File: src/out_term_params.svh
// constants for the output terminal function selector
`ifndef OUT_TERM_PARAMS_SVH
`define OUT_TERM_PARAMS_SVH

// number of digital output terminals
`define NUM_TERM       5
// width of one function selection code
`define SEL_W          5
// value widths from the control core
`define FREQ_W         16
`define CNT_W          16
`define TIME_W         16
`define AIN_W          12
`define OVL_W          16

// clock rate
`define CLK_HZ         40000000
// program-cycle pulse width in ms and in cycles (exact at 40 MHz)
`define PULSE_MS       250
`define PULSE_CYCLES   ((`CLK_HZ / 1000) * `PULSE_MS)
`define PULSE_CNT_W    24
// drive overload warning lead time in s, compared in ms
`define OVL_WARN_S     10
`define OVL_WARN_MS    (`OVL_WARN_S * 1000)

// reset value of every terminal
`define TERM_RESET     1'b0

`endif

File: src/out_term_pkg.sv
// types shared by the output terminal function selector
`include "out_term_params.svh"

package out_term_pkg;

  // function selection codes, one per terminal
  typedef enum logic [`SEL_W-1:0] {
    sel_none         = 5'h00,
    sel_running      = 5'h01,
    sel_fault_stop   = 5'h02,
    sel_level_one    = 5'h03,
    sel_freq_reached = 5'h04,
    sel_zero_run     = 5'h05,
    sel_motor_ovl    = 5'h06,
    sel_drive_ovl    = 5'h07,
    sel_count_set    = 5'h08,
    sel_count_desig  = 5'h09,
    sel_length       = 5'h0A,
    sel_cycle_done   = 5'h0B,
    sel_run_time     = 5'h0C,
    sel_freq_limited = 5'h0D,
    sel_torque_limit = 5'h0E,
    sel_ready        = 5'h0F,
    sel_ain_compare  = 5'h10,
    sel_upper_limit  = 5'h11,
    sel_lower_limit  = 5'h12,
    sel_undervoltage = 5'h13,
    sel_host         = 5'h14,
    sel_reserved_a   = 5'h15,
    sel_reserved_b   = 5'h16,
    sel_zero_run_two = 5'h17,
    sel_power_time   = 5'h18,
    sel_level_two    = 5'h19
  } func_sel_t;

  // one code per terminal
  typedef func_sel_t [`NUM_TERM-1:0] sel_vec_t;

  // single-bit conditions from the control core
  typedef struct packed {
    logic running;          // drive running with output
    logic fault_stop;       // stopped by a fault
    logic level_one;        // first frequency-level detector
    logic level_two;        // second frequency-level detector
    logic freq_reached;     // frequency-reached detector
    logic motor_ovl_warn;   // motor load above pre-warning level
    logic ovl_pending;      // drive overload accumulating
    logic speed_mode;       // speed control mode active
    logic torque_at_limit;  // output torque at its limit
    logic stall_active;     // stall protection entered
    logic main_stable;      // main circuit stable
    logic ctrl_stable;      // control circuit stable
    logic fault_detected;   // any fault present
    logic run_ready;        // drive accepts a run command
    logic undervoltage;     // bus undervoltage state
    logic cycle_done;       // one-cycle event: program cycle done
  } drive_flags_t;

  // measured values and thresholds from the control core
  typedef struct packed {
    logic [`OVL_W-1:0]  ovl_left_ms;      // time to overload action
    logic [`FREQ_W-1:0] out_freq;         // output frequency
    logic [`FREQ_W-1:0] set_freq;         // set frequency
    logic [`FREQ_W-1:0] freq_upper;       // upper frequency limit
    logic [`FREQ_W-1:0] freq_lower;       // lower frequency limit
    logic [`CNT_W-1:0]  count_value;      // counter value
    logic [`CNT_W-1:0]  count_set;        // set count value
    logic [`CNT_W-1:0]  count_desig;      // designated count value
    logic [`CNT_W-1:0]  length_actual;    // measured length
    logic [`CNT_W-1:0]  length_set;       // length setpoint
    logic [`TIME_W-1:0] run_time;         // accumulated running time
    logic [`TIME_W-1:0] run_time_limit;   // running time threshold
    logic [`TIME_W-1:0] power_time;       // accumulated power-on time
    logic [`TIME_W-1:0] power_time_limit; // power-on time threshold
    logic [`AIN_W-1:0]  ain_one;          // first analog input
    logic [`AIN_W-1:0]  ain_two;          // second analog input
  } drive_values_t;

  // pulse stretcher phases
  typedef enum logic {
    ph_idle   = 1'b0,
    ph_active = 1'b1
  } pulse_phase_t;

  // whole state of the pulse stretcher
  typedef struct packed {
    pulse_phase_t            phase;
    logic [`PULSE_CNT_W-1:0] left;
    logic                    pulse;
  } pulse_state_t;

  // whole state of the selector
  typedef struct packed {
    logic [`NUM_TERM-1:0] term;
  } sel_state_t;

endpackage

File: src/cycle_pulse.sv
// fixed-width pulse generator for the program-cycle-complete event
`timescale 1ns/10ps
`include "out_term_params.svh"

module cycle_pulse #(
  parameter int unsigned PULSE_CYCLES = `PULSE_CYCLES
) (
  // clock and reset
  input  wire logic clk_i,
  input  wire logic rst_n_i,
  // event in, stretched pulse out
  input  wire logic trigger_i,
  output logic      pulse_o
);

  out_term_pkg::pulse_state_t state;       // registered state
  out_term_pkg::pulse_state_t next_state;  // next value

  // a new event restarts the full width, so back to back cycles
  // never shorten a pulse below its width
  always_comb begin
    next_state = state;
    unique case (state.phase)
      out_term_pkg::ph_idle: begin
        if (trigger_i) begin
          next_state.phase = out_term_pkg::ph_active;
          next_state.left  = `PULSE_CNT_W'(PULSE_CYCLES - 1);
          next_state.pulse = 1'b1;
        end
      end
      out_term_pkg::ph_active: begin
        if (trigger_i) begin
          next_state.left = `PULSE_CNT_W'(PULSE_CYCLES - 1);
        end else if (state.left == '0) begin
          next_state.phase = out_term_pkg::ph_idle;
          next_state.pulse = 1'b0;
        end else begin
          next_state.left = state.left - 1'b1;
        end
      end
    endcase
  end

  // state register
  always_ff @(posedge clk_i or negedge rst_n_i) begin
    if (!rst_n_i) begin
      state <= '0;
    end else begin
      state <= next_state;
    end
  end

  assign pulse_o = state.pulse;

  a_pulse_start: assert property (
    @(posedge clk_i) disable iff (!rst_n_i)
    trigger_i |=> pulse_o && state.left == `PULSE_CNT_W'(PULSE_CYCLES - 1))
    else $error("pulse did not start at full width");

  a_pulse_hold: assert property (
    @(posedge clk_i) disable iff (!rst_n_i)
    pulse_o && state.left != '0 |=> pulse_o)
    else $error("pulse ended early");

  a_pulse_end: assert property (
    @(posedge clk_i) disable iff (!rst_n_i)
    pulse_o && state.left == '0 && !trigger_i |=> !pulse_o)
    else $error("pulse ran past its width");

endmodule

File: src/output_terminal_function_select.sv
// per-terminal function selector for the digital output terminals
// Behaviour
// - each terminal follows its own code
// - code 0 holds the terminal off
// - code 1 on while running, zero frequency too
// - code 2 on after a fault stop
// - codes 3 and 25 pass level detectors
// - code 4 passes frequency reached
// - code 5 on at zero speed, off stopped
// - code 6 on at motor overload pre-warning
// - code 7 on 10 s before overload
// - codes 8 and 9 on at count targets
// - code 10 on when length exceeds setpoint
// - code 11 gives 250 ms cycle pulse
// - code 12 on past running time threshold
// - code 13 on when frequency is limited
// - code 14 on at torque limit stall, in speed control mode only
// - code 15 on when ready to run
// - code 16 on when analog one exceeds two
// - code 17 on at upper frequency limit
// - code 18 on at lower limit, off stopped
// - code 19 on during undervoltage
// - code 20 follows the host command
// - code 23 on at zero frequency or stop
// - code 24 on past power-on time threshold
`timescale 1ns/10ps
`include "out_term_params.svh"

module output_terminal_function_select #(
  // pulse width in cycles, shortened in simulation
  parameter int unsigned PULSE_CYCLES = `PULSE_CYCLES
) (
  // clock and reset
  input  wire logic                        clk_i,
  input  wire logic                        rst_n_i,
  // function selection per terminal
  input  wire out_term_pkg::sel_vec_t      func_sel_i,
  // drive status from the control core
  input  wire out_term_pkg::drive_flags_t  flags_i,
  input  wire out_term_pkg::drive_values_t values_i,
  // host-commanded terminal states
  input  wire logic [`NUM_TERM-1:0]        host_cmd_i,
  // terminal drive, high means ON
  output logic      [`NUM_TERM-1:0]        term_o
);

  out_term_pkg::sel_state_t state;       // registered terminal states
  out_term_pkg::sel_state_t next_state;  // next value

  // shared conditions, computed once for all terminals
  logic                 zero_freq;       // output frequency is zero
  logic                 zero_run;        // running at zero frequency
  logic                 drive_ovl_soon;  // overload action within 10 s
  logic                 count_set_hit;   // counter at set value
  logic                 count_desig_hit; // counter at designated value
  logic                 length_hit;      // length beyond setpoint
  logic                 run_time_hit;    // running time beyond limit
  logic                 power_time_hit;  // power-on time beyond limit
  logic                 freq_limited;    // set frequency clipped
  logic                 torque_limited;  // torque limit stall
  logic                 ready_to_run;    // ready for a run command
  logic                 ain_greater;     // analog one above analog two
  logic                 at_upper;        // running at upper limit
  logic                 at_lower;        // running at lower limit
  logic                 zero_or_stop;    // zero frequency or stopped
  logic                 cycle_pulse_on;  // stretched cycle pulse
  logic [`NUM_TERM-1:0] cond;            // selected condition per term

  // zero-speed conditions; code 5 needs running, code 23 does not
  assign zero_freq    = (values_i.out_freq == '0);
  assign zero_run     = flags_i.running && zero_freq;
  assign zero_or_stop = zero_freq || !flags_i.running;

  // the core reports the time left before the overload action; the
  // warning lead time is a fixed figure, not a user setting
  assign drive_ovl_soon = flags_i.ovl_pending &&
    (values_i.ovl_left_ms <= `OVL_W'(`OVL_WARN_MS));

  // counter targets count as reached once the value gets there
  assign count_set_hit   =
    (values_i.count_value >= values_i.count_set);
  assign count_desig_hit =
    (values_i.count_value >= values_i.count_desig);

  // length and time thresholds must be strictly exceeded
  assign length_hit     =
    (values_i.length_actual > values_i.length_set);
  assign run_time_hit   =
    (values_i.run_time > values_i.run_time_limit);
  assign power_time_hit =
    (values_i.power_time > values_i.power_time_limit);

  // set frequency outside a limit and output pinned at that limit
  assign freq_limited =
    ((values_i.set_freq > values_i.freq_upper) &&
     (values_i.out_freq >= values_i.freq_upper)) ||
    ((values_i.set_freq < values_i.freq_lower) &&
     (values_i.out_freq <= values_i.freq_lower));

  // torque limit only counts in speed control mode
  assign torque_limited = flags_i.speed_mode &&
    flags_i.torque_at_limit && flags_i.stall_active;

  // both circuits stable, no fault, run accepted
  assign ready_to_run = flags_i.main_stable && flags_i.ctrl_stable &&
    !flags_i.fault_detected && flags_i.run_ready;

  // unsigned compare of the two analog samples
  assign ain_greater = (values_i.ain_one > values_i.ain_two);

  // limit-reached codes are off while stopped
  assign at_upper = flags_i.running &&
    (values_i.out_freq >= values_i.freq_upper);
  assign at_lower = flags_i.running &&
    (values_i.out_freq <= values_i.freq_lower);

  // one stretcher serves every terminal on code 11, so all such
  // terminals show the very same pulse
  cycle_pulse #(
    .PULSE_CYCLES (PULSE_CYCLES)
  ) u_cycle_pulse (
    .clk_i     (clk_i),
    .rst_n_i   (rst_n_i),
    .trigger_i (flags_i.cycle_done),
    .pulse_o   (cycle_pulse_on)
  );

  // one selector per terminal, each reading only its own code
  for (genvar t = 0; t < `NUM_TERM; t++) begin : g_term
    logic sel;  // condition chosen by this terminal's code

    // codes above 25 are illegal and read as no output
    always_comb begin
      sel = 1'b0;
      unique case (func_sel_i[t])
        out_term_pkg::sel_none:         sel = 1'b0;
        out_term_pkg::sel_running:      sel = flags_i.running;
        out_term_pkg::sel_fault_stop:   sel = flags_i.fault_stop;
        out_term_pkg::sel_level_one:    sel = flags_i.level_one;
        out_term_pkg::sel_freq_reached: sel = flags_i.freq_reached;
        out_term_pkg::sel_zero_run:     sel = zero_run;
        out_term_pkg::sel_motor_ovl:    sel = flags_i.motor_ovl_warn;
        out_term_pkg::sel_drive_ovl:    sel = drive_ovl_soon;
        out_term_pkg::sel_count_set:    sel = count_set_hit;
        out_term_pkg::sel_count_desig:  sel = count_desig_hit;
        out_term_pkg::sel_length:       sel = length_hit;
        out_term_pkg::sel_cycle_done:   sel = cycle_pulse_on;
        out_term_pkg::sel_run_time:     sel = run_time_hit;
        out_term_pkg::sel_freq_limited: sel = freq_limited;
        out_term_pkg::sel_torque_limit: sel = torque_limited;
        out_term_pkg::sel_ready:        sel = ready_to_run;
        out_term_pkg::sel_ain_compare:  sel = ain_greater;
        out_term_pkg::sel_upper_limit:  sel = at_upper;
        out_term_pkg::sel_lower_limit:  sel = at_lower;
        out_term_pkg::sel_undervoltage: sel = flags_i.undervoltage;
        out_term_pkg::sel_host:         sel = host_cmd_i[t];
        out_term_pkg::sel_reserved_a:   sel = 1'b0;
        out_term_pkg::sel_reserved_b:   sel = 1'b0;
        out_term_pkg::sel_zero_run_two: sel = zero_or_stop;
        out_term_pkg::sel_power_time:   sel = power_time_hit;
        out_term_pkg::sel_level_two:    sel = flags_i.level_two;
        default:                        sel = 1'b0;
      endcase
    end

    assign cond[t] = sel;

    // code 0 stays off
    a_none_off: assert property (
      @(posedge clk_i) disable iff (!rst_n_i)
      func_sel_i[t] == out_term_pkg::sel_none |=> !term_o[t])
      else $error("terminal on with no function");

    // code 1 tracks run
    a_run_follow: assert property (
      @(posedge clk_i) disable iff (!rst_n_i)
      func_sel_i[t] == out_term_pkg::sel_running |=>
        term_o[t] == $past(flags_i.running))
      else $error("running terminal does not follow run state");

    // code 2 tracks fault
    a_fault_follow: assert property (
      @(posedge clk_i) disable iff (!rst_n_i)
      func_sel_i[t] == out_term_pkg::sel_fault_stop |=>
        term_o[t] == $past(flags_i.fault_stop))
      else $error("fault terminal does not follow fault stop");

    // code 5 off stopped
    a_zero_stop: assert property (
      @(posedge clk_i) disable iff (!rst_n_i)
      func_sel_i[t] == out_term_pkg::sel_zero_run && !flags_i.running
        |=> !term_o[t])
      else $error("zero speed terminal on while stopped");

    // code 18 off stopped
    a_lower_stop: assert property (
      @(posedge clk_i) disable iff (!rst_n_i)
      func_sel_i[t] == out_term_pkg::sel_lower_limit && !flags_i.running
        |=> !term_o[t])
      else $error("lower limit terminal on while stopped");

    // code 23 on stopped
    a_zero_two_stop: assert property (
      @(posedge clk_i) disable iff (!rst_n_i)
      func_sel_i[t] == out_term_pkg::sel_zero_run_two &&
        !flags_i.running |=> term_o[t])
      else $error("zero speed two terminal off while stopped");

    // code 19 undervoltage
    a_under_follow: assert property (
      @(posedge clk_i) disable iff (!rst_n_i)
      func_sel_i[t] == out_term_pkg::sel_undervoltage |=>
        term_o[t] == $past(flags_i.undervoltage))
      else $error("undervoltage terminal wrong");

    // code 20 host bit
    a_host_follow: assert property (
      @(posedge clk_i) disable iff (!rst_n_i)
      func_sel_i[t] == out_term_pkg::sel_host |=>
        term_o[t] == $past(host_cmd_i[t]))
      else $error("host terminal does not follow command");

    // reserved codes off
    a_reserved_off: assert property (
      @(posedge clk_i) disable iff (!rst_n_i)
      (func_sel_i[t] == out_term_pkg::sel_reserved_a ||
       func_sel_i[t] == out_term_pkg::sel_reserved_b) |=> !term_o[t])
      else $error("terminal on with reserved code");

    // code 16 analog compare
    a_ain_follow: assert property (
      @(posedge clk_i) disable iff (!rst_n_i)
      func_sel_i[t] == out_term_pkg::sel_ain_compare |=>
        term_o[t] ==
          ($past(values_i.ain_one) > $past(values_i.ain_two)))
      else $error("analog compare terminal wrong");

    // code 7 on at the lead
    a_ovl_lead: assert property (
      @(posedge clk_i) disable iff (!rst_n_i)
      func_sel_i[t] == out_term_pkg::sel_drive_ovl &&
        flags_i.ovl_pending &&
        values_i.ovl_left_ms == `OVL_W'(`OVL_WARN_MS)
        |=> term_o[t])
      else $error("overload warning missing at 10 s lead");

    // code 3 level one
    a_level_one: assert property (
      @(posedge clk_i) disable iff (!rst_n_i)
      func_sel_i[t] == out_term_pkg::sel_level_one |=>
        term_o[t] == $past(flags_i.level_one))
      else $error("level one terminal wrong");

    // code 25 level two
    a_level_two: assert property (
      @(posedge clk_i) disable iff (!rst_n_i)
      func_sel_i[t] == out_term_pkg::sel_level_two |=>
        term_o[t] == $past(flags_i.level_two))
      else $error("level two terminal wrong");

    // code 4 reached
    a_reach_follow: assert property (
      @(posedge clk_i) disable iff (!rst_n_i)
      func_sel_i[t] == out_term_pkg::sel_freq_reached |=>
        term_o[t] == $past(flags_i.freq_reached))
      else $error("reached terminal wrong");

    // code 6 motor warning
    a_motor_follow: assert property (
      @(posedge clk_i) disable iff (!rst_n_i)
      func_sel_i[t] == out_term_pkg::sel_motor_ovl |=>
        term_o[t] == $past(flags_i.motor_ovl_warn))
      else $error("motor warning terminal wrong");

    // code 8 set count
    a_count_hit: assert property (
      @(posedge clk_i) disable iff (!rst_n_i)
      func_sel_i[t] == out_term_pkg::sel_count_set &&
        values_i.count_value >= values_i.count_set |=> term_o[t])
      else $error("count terminal off");

    // code 10 length
    a_length_hit: assert property (
      @(posedge clk_i) disable iff (!rst_n_i)
      func_sel_i[t] == out_term_pkg::sel_length &&
        values_i.length_actual > values_i.length_set |=> term_o[t])
      else $error("length terminal off");

    // code 12 running time
    a_run_time_hit: assert property (
      @(posedge clk_i) disable iff (!rst_n_i)
      func_sel_i[t] == out_term_pkg::sel_run_time &&
        values_i.run_time > values_i.run_time_limit |=> term_o[t])
      else $error("running time terminal off");

    // code 24 power-on time
    a_power_hit: assert property (
      @(posedge clk_i) disable iff (!rst_n_i)
      func_sel_i[t] == out_term_pkg::sel_power_time &&
        values_i.power_time > values_i.power_time_limit |=> term_o[t])
      else $error("power-on terminal off");

    // code 14 needs speed mode
    a_torque_mode: assert property (
      @(posedge clk_i) disable iff (!rst_n_i)
      func_sel_i[t] == out_term_pkg::sel_torque_limit &&
        !flags_i.speed_mode |=> !term_o[t])
      else $error("torque terminal on off mode");

    // code 15 ready
    a_ready_on: assert property (
      @(posedge clk_i) disable iff (!rst_n_i)
      func_sel_i[t] == out_term_pkg::sel_ready && flags_i.run_ready &&
        flags_i.main_stable && flags_i.ctrl_stable &&
        !flags_i.fault_detected |=> term_o[t])
      else $error("ready terminal off");

    // code 17 upper limit
    a_upper_on: assert property (
      @(posedge clk_i) disable iff (!rst_n_i)
      func_sel_i[t] == out_term_pkg::sel_upper_limit && flags_i.running &&
        values_i.out_freq >= values_i.freq_upper |=> term_o[t])
      else $error("upper limit terminal off");
  end

  // all terminals re-evaluated every cycle
  always_comb begin
    next_state      = state;
    next_state.term = cond;
  end

  // terminal register; outputs come straight from here
  always_ff @(posedge clk_i or negedge rst_n_i) begin
    if (!rst_n_i) begin
      state.term <= {`NUM_TERM{`TERM_RESET}};
    end else begin
      state <= next_state;
    end
  end

  assign term_o = state.term;

  // a new code shows one edge later
  a_code_change: assert property (
    @(posedge clk_i) disable iff (!rst_n_i)
    $changed(func_sel_i) |=> term_o == $past(cond))
    else $error("code change not applied on next cycle");

endmodule

File: config.mk
export PLATFORM = sky130hd
export DESIGN_NAME = output_terminal_function_select
export DESIGN_NICKNAME = d
export VERILOG_FILES = /design/src/out_term_pkg.sv /design/src/cycle_pulse.sv /design/src/output_terminal_function_select.sv
export VERILOG_INCLUDE_DIRS = /design/src
export SDC_FILE = /design/constraint.sdc
export NUM_CORES = 1
export LEC_CHECK = 0
export BUFFER_PORTS_ARGS = -buffer_cell sky130_fd_sc_hd__buf_2
export CAP_MARGIN = 5
export CORE_ASPECT_RATIO = 2
export CORE_MARGIN = 2
export CORE_UTILIZATION = 33
export DETAILED_ROUTE_END_ITERATION = 10
export SLEW_MARGIN = 30
export SYNTH_ARGS = -nofsm -noshare
export SYNTH_HDL_FRONTEND = slang
export SYNTH_SLANG_ARGS = --single-unit
File: constraint.sdc
create_clock -name clk_i -period 2.4 [get_ports clk_i]
set_clock_uncertainty 0.15 [all_clocks]
set_input_delay 0 -clock clk_i [delete_from_list [all_inputs] [get_ports clk_i]]
set_output_delay 0 -clock clk_i [all_outputs]
set_load 0.03 [all_outputs]
Word-level counts from Yosys, hierarchy flattened. Cells that the tools add are included.

Memory bits (read-only): 0. RAM bits: 0. Logic and storage cells: 168. Latch bits: 0. Bits in registers: 31. Memories kept: 0.

Muxes and demuxes: 13. Add/sub/neg operators: 1. Reduce and logical (&&, ||, !) cells: 19. Bitwise gates (word level): 1. Shift-type cells: 0. $mul: 0. Eq/ne operators: 119. Div/mod/pow operators: 0. Magnitude comparators: 11.

Operators with widths (count): $eq 5x4->1 const B (40); $eq 5x5->1 const B (40); $pmux 1 s23 (5); $eq 5x3->1 const B (20); $gt 16x16->1 (4); $pmux 26 s2 (1); $eq 5x2->1 const B (10); $ge 16x16->1 (3); $mux 24 (2); $mux 26 (1); $eq 5x1->1 const B (5); $logic_not 24->1 (1); $sub 24x1->24 const B (1); $le 16x14->1 const B (1); $le 16x16->1 (1); $logic_not 16->1 (1); $lt 16x16->1 (1); $gt 12x12->1 (1); $logic_and 1x1->1 (11); $ne 2x2->1 const B (3); $mux 1 (4); $ne 3x3->1 const B (1); $reduce_and 3->1 (1); $logic_not 1->1 (2); other kinds (3) (4).

Longest topological paths before layout.
Depth in word-level cells: 4. Gate-level depth with buffers: 11. Depth with buffers taken out: 10.

Modules after synthesis. From an unflattened synthesis, not the netlist that was laid out.

Cell total of the unflattened synthesis: 933. Area total of the unflattened synthesis: 7003.0 um^2.

Modules (own cells, without submodules): output_terminal_function_select (times used 1, seq. area each 125.1 um^2, cells each 781, area each 5462.7 um^2); cycle_pulse (times used 1, seq. area each 650.6 um^2, cells each 152, area each 1540.2 um^2).

Least setup slack after synthesis. No wires, ideal clock.

Path kind: register to register. Start: register u_cycle_pulse.state[1] (netlist name). End: register u_cycle_pulse.state[4] (netlist name). Data arrival time: 2093 ps. Clock period less this slack: 2374 ps. Buffers on the path: 1. Cell stages (with the launch flop): 10. Slack: 26 ps. Path through: dfrtp_1 > inv_1 > ha_1 > nor4b_1 > nand4b_1 > o41ai_4 > or3_1 > nor3_1 > buf_2 > or3_1.

Cells in the longest elaborated chain, start to end: 4. Elaborated cells on any way between the ends: 7. Those cells by class: 1 x add/sub; 1 x eq/ne; 3 x mux; 2 x reduce/logical.

Ends and longest elaborated chain: from (decl) (line cycle_pulse.sv:16) `out_term_pkg::pulse_state_t state;`; from (signal assigned) (line cycle_pulse.sv:49) `state <= next_state;`; $sub 24x1->24 (line cycle_pulse.sv:38) `next_state.left = state.left - 1'b1;`; $mux 24 (line cycle_pulse.sv:34) `end else if (state.left == '0) begin`; $mux 24 (line cycle_pulse.sv:32) `if (trigger_i) begin`; $pmux 26 s2 (line cycle_pulse.sv:23) `unique case (state.phase)`.

Several ways; a longest one is shown, not always the timed one. The select of a mux whose other input is x is not followed. A chain may end at the register's enable or synchronous reset.

Worst setup path after layout.
Start: input port values_i[185] (netlist name). End: register state, in the netlist term_o[3].

Cells in the longest elaborated chain, start to end: 4. Elaborated cells on any way between the ends: 6. Those cells by class: 2 x order compare; 1 x mux; 3 x reduce/logical.

Ends and longest elaborated chain: from (decl) (line output_terminal_function_select.sv:40) `input wire out_term_pkg::drive_values_t values_i,`; $gt 16x16->1 / $ge 16x16->1 (equally long branches) (line output_terminal_function_select.sv:95, output_terminal_function_select.sv:96, output_terminal_function_select.sv:113); $logic_and 1x1->1 (line output_terminal_function_select.sv:95) `((values_i.set_freq > values_i.freq_upper) &&`; $logic_or 1x1->1 (line output_terminal_function_select.sv:96) `(values_i.out_freq >= values_i.freq_upper)) ||`; $pmux 1 s23 * (line output_terminal_function_select.sv:135) `unique case (func_sel_i[t])`; named net g_term[3].sel (line output_terminal_function_select.sv:130) `logic sel;`; to (signal assigned) (line output_terminal_function_select.sv:337) `state <= next_state;`; to (decl) (line output_terminal_function_select.sv:47) `out_term_pkg::sel_state_t state;`.

Mark *: on every way through the listed nets, which the timed path passes. The rest lies on a longest branch.

==> impl_metrics.py <==
metrics = {
    "timing": {
        "slew_headroom_pct": 50.8,
        "drv_slew": 0,
        "setup_viol": 1,
        "whs_ns": 0.00940,
        "rsz0062_at_grt": "yes",
        "max_freq_mhz": 411,
        "tightest_slew_ns": 0.738,
        "tns_ns": -0.0328,
        "min_period_ns": 2.43,
        "hold_viol": 0,
        "timing.final.crit_share_pct": 101,
        "setup_slack_ns": -0.0328,
    },
    "power_and_ir_drop": {
        "p_leak_nw": 5.17,
        "peakVddDrop_uv": 252,
        "totalPowerFinal_mw": 2.64,
        "cellPowerDensity_mw_per_mm2": 268,
    },
    "clocking": {
        "cts_tree": "built",
        "clock_latency_ns": 0.28,
        "clock_sinks": 31,
        "htree_levels": 2,
        "path_clk_slew_ns": 0.05,
        "clockBufferDepth": 2,
        "cts_buffers": 5,
        "clockRootBuffer": "clkbuf_16",
    },
    "synthesis": {
        "synth_cells": 917,
        "yosysWarnings": 0,
        "synth_edf_count": 0,
        "ys.flop_type": "dfrtp_1",
        "yosysSeqAreaShare_pct": 11.4,
        "async_reset_ff_share_pct": 100,
        "netlist_top_cells_area": "ha_1 (29%), dfrtp_1 (11%), inv_1 (7.5%)",
        "synth_most_common_cell": "ha_1",
        "ys_types": 73,
        "syn_area_per_cell_um2": 7.43,
        "syn_nets": 1369,
        "yosys_register_bits": 31,
        "synth_top_area_share_pct": 28.6,
        "synthTopCellsByCount": "ha_1 (156), inv_1 (136), a21oi_1 (68)",
        "synth_top_area_cell": "ha_1",
        "syn_area_mm2": 0.00682,
    },
    "critical_path": {
        "critical_path_buf_inv_count": 2,
        "critPathCaptureType": "register",
        "slowest_delay_ns": 0.51,
        "start_kind": "primary input",
        "cp_cell_sequence": "buf_6 -> inv_4 -> ha_4 -> nor2b_4 -> o211ai_1 -> a2111oi_4 -> a211oi_2 -> o21ai_2 -> a32oi_4 -> nor3_1 -> or4_1",
        "crit_arrival_ns": 2.43,
        "path_class": "primary input to register",
        "critPathRequiredTime_ns": 2.40,
        "slowest_stage": "or4_1",
        "path_max_fanout": 5,
        "crit_family": "compound AO/OA/AOI/OAI gates",
    },
    "route": {
        "vias": 8385,
        "drc_errors": 0,
        "drt-initial-drc-count": 395,
        "drt_pass1_iterations": 5,
        "vias_per_cell": 5.33,
        "drt-total-wl_um": 26000,
        "wl_per_cell_um": 16.5,
        "ant_nets": 0,
    },
    "run": {
        "drv_cap": 0,
    },
    "placed_design": {
        "dpl.hpwl_um": 22700,
        "place_area_mm2": 0.00928,
        "io_buffers": 300,
        "gp_congestion": 0.944,
        "dp_slack_ns": -0.572,
    },
    "cells_and_area": {
        "drive_above_1_share_pct": 35.6,
        "seq_area_um2": 777,
        "multi_input_area_mm2": 0.00570,
        "final_area_mm2": 0.00984,
        "fillCellCount": 2109,
        "layout.nets": 1754,
        "area_growth_pct": 44.3,
    },
    "status": {
        "violations": "setup timing",
        "status": "complete, but fails checks",
    },
    "grt": {
        "grt_max_degree": 32,
        "grt_antenna_before_repair": 3,
        "grt_pass1_vias": 8620,
        "track_usage_pct": 22.8,
        "grt_pass1_wl_um": 40200,
        "overflow": 0,
    },
    "die": {
        "die_h_um": 207,
        "placementRows": 74,
        "dieArea_mm2": 0.0219,
        "io_pins": 301,
        "initial_utilization_pct": 33.5,
        "die_width_um": 106,
        "core_mm2": 0.0204,
    },
    "hold_path": {
        "hp-class": "primary input to register",
    },
}
==> through the flow <==
step	instances	util (%)
floorplan	917	-
global placement	1553	45.6
detailed placement	1553	45.6
CTS	1567	47.4
global route	1572	48.3
finish	1572	48.3
==> placed cells by master, fill, tap and decap left out, drive strengths merged, types with 9 or more instances in the layout <==
cell type	instances
nand2b	26
a211oi	10
o21ai	40
nor2b	15
o211ai	12
nor4	17
xor2	10
dfrtp	31
a31oi	9
inv	136
nor2	53
nand4	33
ha	156
xnor2	9
a21oi	68
nand2	58
a21o	16
buf	404
nor3	24
nand3	37
nand3b	11
==> worst paths after layout <==
path	start	end	slack, ns	cells past startpoint
max reg2reg	u_cycle_pulse.state[1]$_DFFE_PN0P_	u_cycle_pulse.state[18]$_DFFE_PN0P_	0.09	11
min in group asynchronous	rst_n_i	u_cycle_pulse.state[17]$_DFFE_PN0P_	0.17	2
min	flags_i[0]	u_cycle_pulse.state[12]$_DFFE_PN0P_	0.009	2
max	values_i[185]	term_o[3]$_DFF_PN0_	-0.03	11
max in group asynchronous	rst_n_i	u_cycle_pulse.state[16]$_DFFE_PN0P_	1.41	2
min reg2reg	u_cycle_pulse.state[20]$_DFFE_PN0P_	u_cycle_pulse.state[20]$_DFFE_PN0P_	0.39	2
==> routing by layer <==
metal / vias up / track usage (%) / share of wire, %
met2: 324 / 44.8 / 54
met4: 0 / 14.4 / 7.6
li1: 4115 / - / -
met1: 3832 / 21.7 / 34
met3: 114 / 2.57 / 4.9
met5: - / 0 / 0
==> registers in the layout, summed over array words and instances (netlist names) <==
| name | cells |
|---|---|
| u_cycle_pulse.state | 25 |
| u_cycle_pulse.pulse_o | 1 |
| term_o | 5 |
==> final cells by class <==
cell class / instances / share of cell area, %
multi-input cells: 720 / 58.0
repair buffers: 408 / 23.9
flip-flops and latches: 31 / 7.90
inverters: 136 / 5.21
well taps: 266 / 3.38
clock buffers: 8 / 1.59
diodes: 3 / 0.0763
==> what timing repair did <==
item	CTS	global route
resized for setup	28	33
endpoints found under the hold margin	33	0
buffers inserted	3	2
hold buffers	4	0
pin swaps	20	23
setup endpoints to repair	16	25
==> power breakdown <==
group | switching (mW) | internal (mW)
Combinational | 0.737 | 0.689
Sequential | 0.0116 | 0.539
Clock | 0.222 | 0.441
Total | 0.971 | 1.67
==> logic make-up (layout without fill, tap and decap cells) <==
| family | after synthesis | in the layout | synth area share [%] |
|---|---|---|---|
| buf+inv | 166 | 552 | 9.21 |
| mux | 9 | 9 | 1.41 |
| xor+xnor | 19 | 19 | 2.44 |
| other cells | 0 | 3 | 0 |
| compound gates | 214 | 214 | 21.0 |
| simple gates | 322 | 322 | 25.9 |
| fa+ha+maj | 156 | 156 | 28.6 |
| flops | 31 | 31 | 11.4 |
(Power assumes the default switching activity.)
